[src/sac_pkg.sv]
// constants and types for the successive-approximation converter control block
// ============================================================
// Summary of operation
// - eight selectable analog channels, each conversion yields an eight-bit code
// - successive-approximation search; final code held in eight-bit result register
// - hardware-start mode begins conversion on external trigger input
// - software-start mode begins when mode register written with run bit set
// - hardware-started converter stops after a single conversion
// - software-started converter repeats conversions back to back
// - done interrupt request raised every time a conversion finishes
// - resolve bits from msb using comparator, copy to result after lsb
// - result loaded at each conversion end, read as a byte, undefined after reset
// - pins not selected as analog remain usable as port pins
// - mode register resets to one, only the high-speed time bit set
// - mode layout: run, trigger, time select 5-4, channel 3-1, high-speed bit 0
// - three-bit channel field selects input by its binary value
// - time-select bits give conversion length in main clock periods; others prohibited
// - trigger bit zero selects software start, one selects hardware start
// - run bit zero stops conversion, one enables it
// - pin-select register resets to zero, all pins ports
// - analog-assigned pins never get the internal pull-up
// - hardware mode: no new conversion until a fresh trigger
// - write with run clear during conversion aborts it at once
// - software mode: rewrite with run set restarts with new settings
// - hardware mode: rewrite with run set abandons and awaits a new trigger
package sac_pkg;
  localparam logic [15:0] SAC_MODE_ADDR    = 16'hFF80;
  localparam logic [15:0] SAC_RESULT_ADDR  = 16'hFF81;
  localparam logic [15:0] SAC_PINSEL_ADDR  = 16'hFF84;
  localparam logic [7:0]  SAC_MODE_RESET   = 8'h01;
  localparam logic [7:0]  SAC_PINSEL_RESET = 8'h00;
  localparam int          SAC_RUN_BIT      = 7;
  localparam int          SAC_TRG_BIT      = 6;
  localparam int          SAC_FR_HI        = 5;
  localparam int          SAC_FR_LO        = 4;
  localparam int          SAC_CH_HI        = 3;
  localparam int          SAC_CH_LO        = 1;
  localparam int          SAC_HSC_BIT      = 0;
  // conversion lengths in main-oscillator periods
  localparam logic [7:0]  SAC_LEN_40  = 8'h28;
  localparam logic [7:0]  SAC_LEN_50  = 8'h32;
  localparam logic [7:0]  SAC_LEN_80  = 8'h50;
  localparam logic [7:0]  SAC_LEN_100 = 8'h64;
  localparam logic [7:0]  SAC_LEN_160 = 8'hA0;
  localparam logic [7:0]  SAC_LEN_200 = 8'hC8;
  localparam int          SAC_BITS    = 8;

  typedef enum logic [1:0] {
    SAC_IDLE   = 2'b00,
    SAC_SAMPLE = 2'b01,
    SAC_DECIDE = 2'b11,
    SAC_WAIT   = 2'b10
  } sac_state_e;

  typedef struct packed {
    logic       run;
    logic       trigger_source_bit;
    logic [1:0] fr;
    logic [2:0] ch;
    logic       high_speed_time_bit;
  } sac_mode_s;
endpackage

[src/sac_adc_ctrl.sv]
// successive-approximation converter control: registers, sequencer, pin control
`timescale 1ns/1ps
module sac_adc_ctrl #(
  parameter int OSC_DIV = 20  // system clocks per converter clock period fx
) (
  // clock and reset
  input  wire logic        clk_sys,
  input  wire logic        reset_n,
  // register access
  input  wire logic [15:0] reg_addr,
  input  wire logic        reg_wr,
  input  wire logic        reg_rd,
  input  wire logic [7:0]  reg_wdata,
  output logic      [7:0]  reg_rdata,
  // system options
  input  wire logic        osc_mode_bit,
  input  wire logic [7:0]  port_pullup_req,
  // external trigger, already edge-qualified pulse
  input  wire logic        ext_trigger_input,
  // analog front end
  input  wire logic        comparator_out,
  output logic      [7:0]  tap_code,
  output logic      [2:0]  analog_channel,
  output logic             sample_hold,
  output logic             analog_power,
  // pin control
  output logic      [7:0]  analog_pin_en,
  output logic      [7:0]  pullup_en,
  // done interrupt, one-cycle pulse
  output logic             conv_done_irq
);
  initial begin
    if (OSC_DIV < 1 || OSC_DIV > 255) $error("OSC_DIV out of range");
  end

  // ============================================================
  // register decode
  wire wr_mode   = reg_wr && reg_addr == sac_pkg::SAC_MODE_ADDR;
  wire wr_pinsel = reg_wr && reg_addr == sac_pkg::SAC_PINSEL_ADDR;
  wire rd_mode   = reg_addr == sac_pkg::SAC_MODE_ADDR;
  wire rd_result = reg_addr == sac_pkg::SAC_RESULT_ADDR;
  wire rd_pinsel = reg_addr == sac_pkg::SAC_PINSEL_ADDR;

  logic [7:0]         conv_mode_reg;
  logic [7:0]         conv_result_reg;
  logic [7:0]         analog_pin_select_reg;
  logic [7:0]         approx_shift_reg;
  logic [7:0]         trial_bit_reg;
  logic [7:0]         step_cnt_reg;
  logic [7:0]         div_cnt_reg;
  logic               armed_reg;
  sac_pkg::sac_state_e state_reg;
  sac_pkg::sac_state_e state_next;

  sac_pkg::sac_mode_s mode;
  assign mode = sac_pkg::sac_mode_s'(conv_mode_reg);

  // ============================================================
  // conversion length, in fx periods per conversion
  logic [7:0] conv_len;
  always_comb begin
    case ({mode.fr, mode.high_speed_time_bit})
      3'b000:  conv_len = osc_mode_bit ? sac_pkg::SAC_LEN_80  : sac_pkg::SAC_LEN_160;
      3'b001:  conv_len = osc_mode_bit ? sac_pkg::SAC_LEN_40  : sac_pkg::SAC_LEN_80;
      3'b011:  conv_len = osc_mode_bit ? sac_pkg::SAC_LEN_50  : sac_pkg::SAC_LEN_100;
      3'b110:  conv_len = osc_mode_bit ? sac_pkg::SAC_LEN_100 : sac_pkg::SAC_LEN_200;
      default: conv_len = osc_mode_bit ? sac_pkg::SAC_LEN_100 : sac_pkg::SAC_LEN_200;
    endcase
  end
  // sampling takes the remainder after eight equal bit steps
  wire [7:0] bit_len    = conv_len >> 4;
  wire [7:0] sample_len = conv_len - (bit_len << 3);

  // fx enable: divide system clock
  wire fx_tick = div_cnt_reg == 8'(OSC_DIV - 1);
  wire step_end = fx_tick && step_cnt_reg == 8'h00;

  // ============================================================
  // sequencer
  wire start_ok = mode.run && (mode.trigger_source_bit ? ext_trigger_input : armed_reg);
  wire last_bit = trial_bit_reg[0];
  wire finish   = state_reg == sac_pkg::SAC_DECIDE && step_end && last_bit;

  always_comb begin
    state_next = state_reg;
    case (state_reg)
      sac_pkg::SAC_IDLE:   if (start_ok) state_next = sac_pkg::SAC_SAMPLE;
      sac_pkg::SAC_SAMPLE: if (step_end) state_next = sac_pkg::SAC_DECIDE;
      sac_pkg::SAC_DECIDE: if (finish) state_next = (mode.trigger_source_bit) ? sac_pkg::SAC_IDLE
                                                             : sac_pkg::SAC_SAMPLE;
      default:             state_next = sac_pkg::SAC_IDLE;
    endcase
    if (wr_mode) state_next = sac_pkg::SAC_IDLE;
  end

  always_ff @(posedge clk_sys or negedge reset_n) begin
    if (!reset_n) begin
      state_reg <= sac_pkg::SAC_IDLE;
    end else begin
      state_reg <= state_next;
    end
  end

  // software start armed by a mode write with run set; hardware waits for trigger
  always_ff @(posedge clk_sys or negedge reset_n) begin
    if (!reset_n) begin
      armed_reg <= 1'b0;
    end else if (wr_mode) begin
      armed_reg <= reg_wdata[sac_pkg::SAC_RUN_BIT] && !reg_wdata[sac_pkg::SAC_TRG_BIT];
    end
  end

  always_ff @(posedge clk_sys or negedge reset_n) begin
    if (!reset_n) begin
      div_cnt_reg <= 8'h00;
    end else if (fx_tick || state_reg == sac_pkg::SAC_IDLE) begin
      div_cnt_reg <= 8'h00;
    end else begin
      div_cnt_reg <= div_cnt_reg + 8'h01;
    end
  end

  // step timer, successive approximation
  always_ff @(posedge clk_sys or negedge reset_n) begin
    if (!reset_n) begin
      step_cnt_reg     <= 8'h00;
      approx_shift_reg <= 8'h00;
      trial_bit_reg    <= 8'h00;
    end else if (state_next == sac_pkg::SAC_SAMPLE && state_reg != sac_pkg::SAC_SAMPLE) begin
      step_cnt_reg     <= sample_len - 8'h01;
      approx_shift_reg <= 8'h80;
      trial_bit_reg    <= 8'h80;
    end else if (state_reg == sac_pkg::SAC_SAMPLE && step_end) begin
      step_cnt_reg <= bit_len - 8'h01;
    end else if (state_reg == sac_pkg::SAC_DECIDE && step_end) begin
      step_cnt_reg <= bit_len - 8'h01;
      // keep trial bit if input at or above tap, then try next lower bit
      approx_shift_reg <= (comparator_out ? approx_shift_reg : (approx_shift_reg & ~trial_bit_reg))
                          | (trial_bit_reg >> 1);
      trial_bit_reg    <= trial_bit_reg >> 1;
    end else if (fx_tick && step_cnt_reg != 8'h00) begin
      step_cnt_reg <= step_cnt_reg - 8'h01;
    end
  end

  // ============================================================
  // registers
  wire [7:0] final_code = comparator_out ? approx_shift_reg : (approx_shift_reg & ~trial_bit_reg);

  always_ff @(posedge clk_sys or negedge reset_n) begin
    if (!reset_n) begin
      conv_mode_reg         <= sac_pkg::SAC_MODE_RESET;
      analog_pin_select_reg <= sac_pkg::SAC_PINSEL_RESET;
    end else begin
      if (wr_mode) conv_mode_reg <= reg_wdata;
      if (wr_pinsel) analog_pin_select_reg <= reg_wdata;
    end
  end

  // result has no reset: undefined until first conversion
  always_ff @(posedge clk_sys) begin
    if (finish && !wr_mode) conv_result_reg <= final_code;
  end

  always_ff @(posedge clk_sys or negedge reset_n) begin
    if (!reset_n) begin
      conv_done_irq <= 1'b0;
    end else begin
      conv_done_irq <= finish && !wr_mode;
    end
  end

  wire [7:0] rdata_next = !reg_rd   ? 8'h00 :
                          rd_mode   ? conv_mode_reg :
                          rd_result ? conv_result_reg :
                          rd_pinsel ? analog_pin_select_reg : 8'h00;

  // ============================================================
  // outputs, all registered
  always_ff @(posedge clk_sys or negedge reset_n) begin
    if (!reset_n) begin
      reg_rdata      <= 8'h00;
      tap_code       <= 8'h00;
      analog_channel <= 3'h0;
      sample_hold    <= 1'b0;
      analog_power   <= 1'b0;
      analog_pin_en  <= 8'h00;
      pullup_en      <= 8'h00;
    end else begin
      reg_rdata      <= rdata_next;
      tap_code       <= approx_shift_reg;
      analog_channel <= mode.ch;
      sample_hold    <= state_reg == sac_pkg::SAC_SAMPLE;
      analog_power   <= mode.run;
      analog_pin_en  <= analog_pin_select_reg;
      pullup_en      <= port_pullup_req & ~analog_pin_select_reg;
    end
  end
endmodule // sac_adc_ctrl

[config.mk]
export PLATFORM = sky130hd
export DESIGN_NAME = sac_adc_ctrl
export DESIGN_NICKNAME = d
export VERILOG_FILES = /design/src/sac_pkg.sv /design/src/sac_adc_ctrl.sv
export SDC_FILE = /design/constraint.sdc
export NUM_CORES = 1
export LEC_CHECK = 0
export ABC_AREA = 1
export BUFFER_PORTS_ARGS = -buffer_cell sky130_fd_sc_hd__buf_2
export CORE_UTILIZATION = 56
export DETAILED_ROUTE_END_ITERATION = 12
export PLACE_DENSITY = 0.87
export SYNTH_ARGS = -nofsm -noshare
export SYNTH_HDL_FRONTEND = slang
export SYNTH_SLANG_ARGS = --single-unit
[constraint.sdc]
create_clock -name clk_sys -period 5.9 [get_ports clk_sys]
set_clock_uncertainty 0.05 [all_clocks]
set_input_delay 1.18 -clock clk_sys [delete_from_list [all_inputs] [get_ports clk_sys]]
set_output_delay 1.18 -clock clk_sys [all_outputs]
set_load 0.01 [all_outputs]
==> results of run 1 <==
## per-layer routing
metal  wire length (µm)  global-route usage  vias to the layer above
met4                206              0.0951                        0
met5                  0                   0                        -
met3                632              0.0435                       23
met1               3800               0.287                     1737
li1                   -                   -                     1832
met2               4740               0.407                      136
## worst max-delay path by stage
stage,startpoint,end,slack (ns),cells after the start
global route,osc_mode_bit,step_cnt_reg[6],2.54,15
finish,osc_mode_bit,step_cnt_reg[6],2.83,15
floorplan,osc_mode_bit,step_cnt_reg[6],2.87,14
CTS,osc_mode_bit,step_cnt_reg[6],2.81,15
detailed placement,osc_mode_bit,step_cnt_reg[6],2.44,15
global placement,osc_mode_bit,step_cnt_reg[6],2.60,15
## critical path: stages
cell      delay (ns)
buf_2           0.11
inv_1           0.07
nand2_1         0.20
o21ai_0         0.18
o22ai_1         0.35
ha_1            0.32
inv_1           0.10
nand2_1         0.08
o21bai_1        0.22
a21oi_1         0.11
xor2_1          0.15
nand2_1         0.07
nand2_1         0.05
nand2_1         0.05
nand2_1         0.05
## final cells by class
| cell class | count | area [µm²] | share of cell area |
|---|---|---|---|
| Clock buffer | 9 | 124 | 0.0236 |
| Clock inverter | 7 | 87.6 | 0.0167 |
| Inverter | 72 | 272 | 0.0517 |
| Multi-Input combinational cell | 341 | 1790 | 0.340 |
| Sequential cell | 97 | 2470 | 0.470 |
| Tap cell | 102 | 128 | 0.0243 |
| Timing Repair Buffer | 76 | 383 | 0.0729 |
## per-stage QoR
stage	instances	hold slack, ns	utilization	instance area [µm²]	total power [mW]
final	704	0.336	0.672	5250	1.37
after floorplan	517	0.304	-	4580	0.863
after detailed placement	688	0.319	0.645	5040	0.930
after global placement	688	0.309	0.645	5040	0.922
after CTS	704	0.341	0.672	5250	1.38
after global routing	704	0.344	0.672	5250	1.43
## kinds of logic after synthesis
logic type      count (synthesis)
buf+inv                        79
fa+ha+maj                      11
xor+xnor                       10
compound gates                 85
simple gates                  235
flops                          97
## cell usage in the layout (no fill, tap or decap), drive strengths merged, types with 2 or more instances in the layout
cell type,Yosys,final
xor2,9,9
ha,11,11
clkinv,1,3
clkbuf,2,9
o22ai,2,2
nor3b,3,3
nor3,4,4
or2,2,2
o21bai,4,4
nand3,33,33
nor2,61,61
a21boi,7,7
a31oi,8,8
a21oi,15,15
o21ai,48,48
nor4,3,3
inv,71,74
edfxtp,8,8
dfrtp,88,88
nand2,120,120
buf,5,76
nand4,6,6
## power by group through the flow
stage	clock, mW	combinational (mW)	sequential (mW)
after floorplan	0	0.115	0.747
after global placement	0	0.177	0.745
after detailed placement	0	0.183	0.746
after CTS	0.459	0.184	0.733
after global routing	0.487	0.210	0.737
final	0.455	0.184	0.733
==> impl_metrics.env, run 1 <==
export IMPL_first_global_vias=3666
export IMPL_initial_core_util=0.586
export IMPL_cts_resized=0
export IMPL_period_share=0.521
export IMPL_clock_path_buffers=2
export IMPL_ys_warn_count=0
export IMPL_drv_slew=0
export IMPL_critPathLaunchType="input port"
export IMPL_period_needed_ns=3.07
export IMPL_hold_viol=0
export IMPL_die_h_um=92.4
export IMPL_place_gp_congestion=0.931
export IMPL_synth_async_reset_ratio=0.918
export IMPL_die_w_um=92.4
export IMPL_max_freq_mhz=325
export IMPL_drive_above_1_share=0.208
export IMPL_p_sw_mw=0.384
export IMPL_synth_simple_gate_area_frac=0.231
export IMPL_num_antenna_cells=0
export IMPL_yosys_area_top_type="dfrtp_1"
export IMPL_hold_path_startpoint="approx_shift_reg[7]"
export IMPL_cts_hold_buf=0
export IMPL_r2r_end="step_cnt_reg[6]"
export IMPL_cp_required_ns=6.12
export IMPL_cts_max_level=3
export IMPL_via_per_inst=5.30
export IMPL_power_per_cell_area_nw_per_um2=261
export IMPL_floorplan_rows=32
export IMPL_peakVddDrop_v=0.000112
export IMPL_vias=3728
export IMPL_synth_top_family_by_area="simple AND/OR/NAND/NOR gates"
export IMPL_first_iter_violations=210
export IMPL_fin_ws_ns=2.83
export IMPL_cp_max_fo=8
export IMPL_synthTopCellsByCount="nand2_1, dfrtp_1, inv_1"
export IMPL_finalSetupViolCount=0
export IMPL_fp_dieArea_um2=8540
export IMPL_clk_latency_ns=0.37
export IMPL_postCtsSetupBuffers=0
export IMPL_coreArea_um2=7810
export IMPL_yosys_most_used_dff="dfrtp_1"
export IMPL_p_seq_frac=0.534
export IMPL_synthAdderAreaFrac=0.0301
export IMPL_ant_nets=0
export IMPL_synth_top_area_share=0.481
export IMPL_dp_hpwl_um=6840
export IMPL_syn_avg_cell_area_um2=8.85
export IMPL_synth_distinct_cells=41
export IMPL_max_slew_worst_pin_slew_ns=1.06
export IMPL_synth_compound_area_frac=0.110
export IMPL_r2r_start="conv_mode_reg[0]"
export IMPL_swShare=0.280
export IMPL_tritoncts="done"
export IMPL_whs_path_depth=0
export IMPL_path_class="input port to flop"
export IMPL_wirelength_um=9380
export IMPL_syn_inst=517
export IMPL_power_frac_clock=0.331
export IMPL_leakage_nw=2.82
export IMPL_synth_area_top_cells="dfrtp_1, nand2_1, inv_1"
export IMPL_io_pins=77
export IMPL_clkSinkCount=97
export IMPL_antenna_found_initial=0
export IMPL_fill_cells=595
export IMPL_final_setup_tns_ns=0
export IMPL_yosysMostFrequentCell="nand2_1"
export IMPL_syn2layout_area_growth_pct=14.7
export IMPL_synth_xor_area_frac=0.0191
export IMPL_cts_made_buffers=9
export IMPL_synthesis_nets=567
export IMPL_fin_nets=647
export IMPL_grt_max_degree=90
export IMPL_status="complete, no violations"
export IMPL_synthMuxAreaShare=0
export IMPL_rsz0062_at_grt="false"
export IMPL_crit_arrival_ns=3.30
export IMPL_slew_headroom=0.292
export IMPL_post_drt_wl_per_cell_um=13.3
export IMPL_reg2reg_setup_slack_ns=3.10
export IMPL_dp_slack_ns=2.44
export IMPL_synth_seq_cells=97
export IMPL_min_to="tap_code[7]"
export IMPL_root_buffer="clkbuf_8"
export IMPL_max_cap_violations=0
export IMPL_first_pass_iters=4
export IMPL_synth_edf_count=8
export IMPL_synth_area_um2=4580
export IMPL_pwr_share_comb=0.134
export IMPL_worst_r2r_path_depth=14
export IMPL_internal_power_mw=0.988
export IMPL_drc_errors=0
export IMPL_hold_path_class="flop to flop"
export IMPL_endpoint_kind="flop"
export IMPL_grt_pass1_wl_um=15800
export IMPL_synth_seq_area_share=0.539
export IMPL_grtUsageTotal=0.234
export IMPL_grt_ovfl_total=0
export IMPL_port_buffers=76
export IMPL_clkTransAtPathRegs_ns=0.10
No activity file was read; power rests on OpenSTA's default activity.
==> run 2: changes to the inputs <==
--- a/config.mk
+++ b/config.mk
@@ -5,11 +5,11 @@
 export SDC_FILE = /design/constraint.sdc
 export NUM_CORES = 1
 export LEC_CHECK = 0
-export ABC_AREA = 1
+export ABC_AREA = 0
 export BUFFER_PORTS_ARGS = -buffer_cell sky130_fd_sc_hd__buf_2
 export CORE_UTILIZATION = 56
 export DETAILED_ROUTE_END_ITERATION = 12
-export PLACE_DENSITY = 0.87
+export PLACE_DENSITY = 0.88
 export SYNTH_ARGS = -nofsm -noshare
 export SYNTH_HDL_FRONTEND = slang
 export SYNTH_SLANG_ARGS = --single-unit
==> constraint.sdc (replaced) <==
create_clock -name clk_sys -period 3.15 [get_ports clk_sys]
set_clock_uncertainty 0.05 [all_clocks]
set_input_delay 0.63 -clock clk_sys [delete_from_list [all_inputs] [get_ports clk_sys]]
set_output_delay 0.63 -clock clk_sys [all_outputs]
set_load 0.01 [all_outputs]
==> impl_metrics.env, run 2 <==
export IMPL_cts_made_buffers=9
export IMPL_yosysMostFrequentCell="dfrtp_1"
export IMPL_drc_errors=0
export IMPL_cp_max_fo=8
export IMPL_grt_ovfl_total=0
export IMPL_drive_above_1_share=0.262
export IMPL_syn2layout_area_growth_pct=15.4
export IMPL_final_common_cell="dfrtp_1"
export IMPL_coreArea_um2=7370
export IMPL_pwr_share_comb=0.073
export IMPL_synth_seq_area_share=0.568
export IMPL_synthesis_nets=428
export IMPL_max_cap_violations=0
export IMPL_slew_headroom=0.605
export IMPL_endpoint_kind="flop"
export IMPL_dpl_cell_area_um2=4830
export IMPL_synth_edf_count=8
export IMPL_first_pass_iters=9
export IMPL_yosys_area_top_type="dfrtp_1"
export IMPL_path_class="flop to flop"
export IMPL_drv_slew=0
export IMPL_final_setup_tns_ns=0
export IMPL_die_w_um=90.1
export IMPL_cts_resized=0
export IMPL_initial_core_util=0.590
export IMPL_synth_distinct_cells=54
export IMPL_hold_path_class="input port to asynchronous set/reset pin"
export IMPL_critPathLaunchType="flop"
export IMPL_clk_latency_ns=0.37
export IMPL_finalSetupViolCount=0
export IMPL_clock_path_buffers=2
export IMPL_crit_arrival_ns=3.04
export IMPL_post_drt_wl_per_cell_um=16.4
export IMPL_r2r_start="conv_mode_reg[0]"
export IMPL_grtUsageTotal=0.239
export IMPL_peakVddDrop_v=0.000214
export IMPL_p_sw_mw=0.578
export IMPL_syn_inst=378
export IMPL_leakage_nw=2.39
export IMPL_power_per_cell_area_nw_per_um2=443
export IMPL_place_gp_congestion=0.834
export IMPL_regArea_um2=2470
export IMPL_power_frac_clock=0.354
export IMPL_yosys_most_used_dff="dfrtp_1"
export IMPL_worst_r2r_path_depth=11
export IMPL_reg2reg_setup_slack_ns=0.31
export IMPL_numPlacedInstances=544
export IMPL_period_needed_ns=2.84
export IMPL_cp_required_ns=3.36
export IMPL_grt_pass1_wl_um=15100
export IMPL_rsz0062_at_grt="false"
export IMPL_first_global_vias=3107
export IMPL_design_area_um2=5020
export IMPL_layoutNonFillerInstCount=560
export IMPL_fin_nets=506
export IMPL_tritoncts="done"
export IMPL_clkSinkCount=97
export IMPL_dp_hpwl_um=6550
export IMPL_internal_power_mw=1.65
export IMPL_hold_viol=0
export IMPL_floorplan_rows=31
export IMPL_port_buffers=76
export IMPL_mostFrequentLayoutCells="dfrtp_1, buf_2, nand2_1"
export IMPL_fp_dieArea_um2=8120
export IMPL_ant_nets=0
export IMPL_period_share=0.900
export IMPL_syn_avg_cell_area_um2=11.5
export IMPL_ys_warn_count=0
export IMPL_max_slew_worst_pin_slew_ns=0.590
export IMPL_synthTopCellsByCount="dfrtp_1, nand2_1, o21ai_0"
export IMPL_p_seq_frac=0.574
export IMPL_synth_async_reset_ratio=0.918
export IMPL_num_antenna_cells=0
export IMPL_io_pins=77
export IMPL_clkTransAtPathRegs_ns=0.10
export IMPL_synth_area_top_cells="dfrtp_1, edfxtp_1, nand2_1"
export IMPL_multi_input_area_um2=1730
export IMPL_p_total_mw=2.23
export IMPL_vias=3250
export IMPL_root_buffer="clkbuf_8"
export IMPL_fill_cells=536
export IMPL_cts_hold_buf=0
export IMPL_grt_max_degree=47
export IMPL_antenna_found_initial=0
export IMPL_max_freq_mhz=353
export IMPL_synth_area_um2=4350
export IMPL_die_h_um=90.1
export IMPL_cts_max_level=3
export IMPL_synth_seq_cells=97
export IMPL_swShare=0.260
export IMPL_status="complete, no violations"
export IMPL_r2r_end="step_cnt_reg[7]"
export IMPL_synth_top_area_share=0.506
export IMPL_first_iter_violations=287
export IMPL_postCtsSetupBuffers=0
export IMPL_via_per_inst=5.80
export IMPL_wirelength_um=9170
[run 2: routing by layer]
metal | global-route usage | share of wire | vias up | wire [µm]
li1 | - | - | 1498 | -
met1 | 0.305 | 0.41 | 1589 | 3780
met2 | 0.396 | 0.50 | 136 | 4580
met3 | 0.0431 | 0.061 | 27 | 563
met4 | 0.112 | 0.028 | 0 | 255
met5 | 0 | 0 | - | 0
[run 2: how the worst max path moves through the flow]
stage	start	end	slack, ns	depth (start not counted)
global route	conv_mode_reg[0]	step_cnt_reg[7]	0.17	11
detailed placement	osc_mode_bit	step_cnt_reg[7]	0.20	12
finish	conv_mode_reg[0]	step_cnt_reg[7]	0.31	11
floorplan	osc_mode_bit	step_cnt_reg[7]	0.38	12
CTS	conv_mode_reg[0]	step_cnt_reg[7]	0.36	11
global placement	osc_mode_bit	step_cnt_reg[7]	0.32	12
[run 2: cell families (layout without fill, tap and decap cells)]
logic type / after synthesis / after routing / synth area share
xor+xnor: 19 / 19 / 0.0383
flops: 97 / 97 / 0.568
compound gates: 81 / 81 / 0.125
fa+ha+maj: 11 / 11 / 0.0316
mux: 16 / 16 / 0.0406
buf+inv: 30 / 113 / 0.0339
simple gates: 124 / 124 / 0.163
[run 2: cell type report]
class                           instances  area share
Clock buffer                            9      0.0247
Clock inverter                          7      0.0140
Inverter                               14      0.0105
Multi-Input combinational cell        251       0.345
Sequential cell                        97       0.492
Tap cell                               99      0.0247
Timing Repair Buffer                   83      0.0892
[run 2: metrics by stage]
| step | utilization | setup slack [ns] | hold slack, ns |
|---|---|---|---|
| 2_1_floorplan | - | 0.384 | 0.284 |
| 3_3_place_gp | 0.655 | 0.323 | 0.331 |
| 3_5_place_dp | 0.655 | 0.205 | 0.338 |
| 4_1_cts | 0.681 | 0.355 | 0.217 |
| 5_1_grt | 0.681 | 0.174 | 0.233 |
| 6_report | 0.681 | 0.314 | 0.202 |
[run 2: critical path, stage by stage (launching register included)]
cell and delay (ns):
dfstp_2 0.63, nor3b_1 0.20, a21oi_1 0.07, nor2_1 0.23, inv_1 0.11, ha_1 0.34, o21ai_0 0.09, a21oi_1 0.08
o41a_1 0.34, a21oi_1 0.19, xnor2_1 0.10, a221o_1 0.31
[run 2: power groups by stage]
stage	clock [mW]	combinational [mW]	sequential [mW]
floorplan	0	0.0819	1.30
global placement	0	0.158	1.30
detailed placement	0	0.162	1.30
CTS	0.794	0.163	1.28
global route	0.855	0.183	1.28
finish	0.787	0.162	1.28
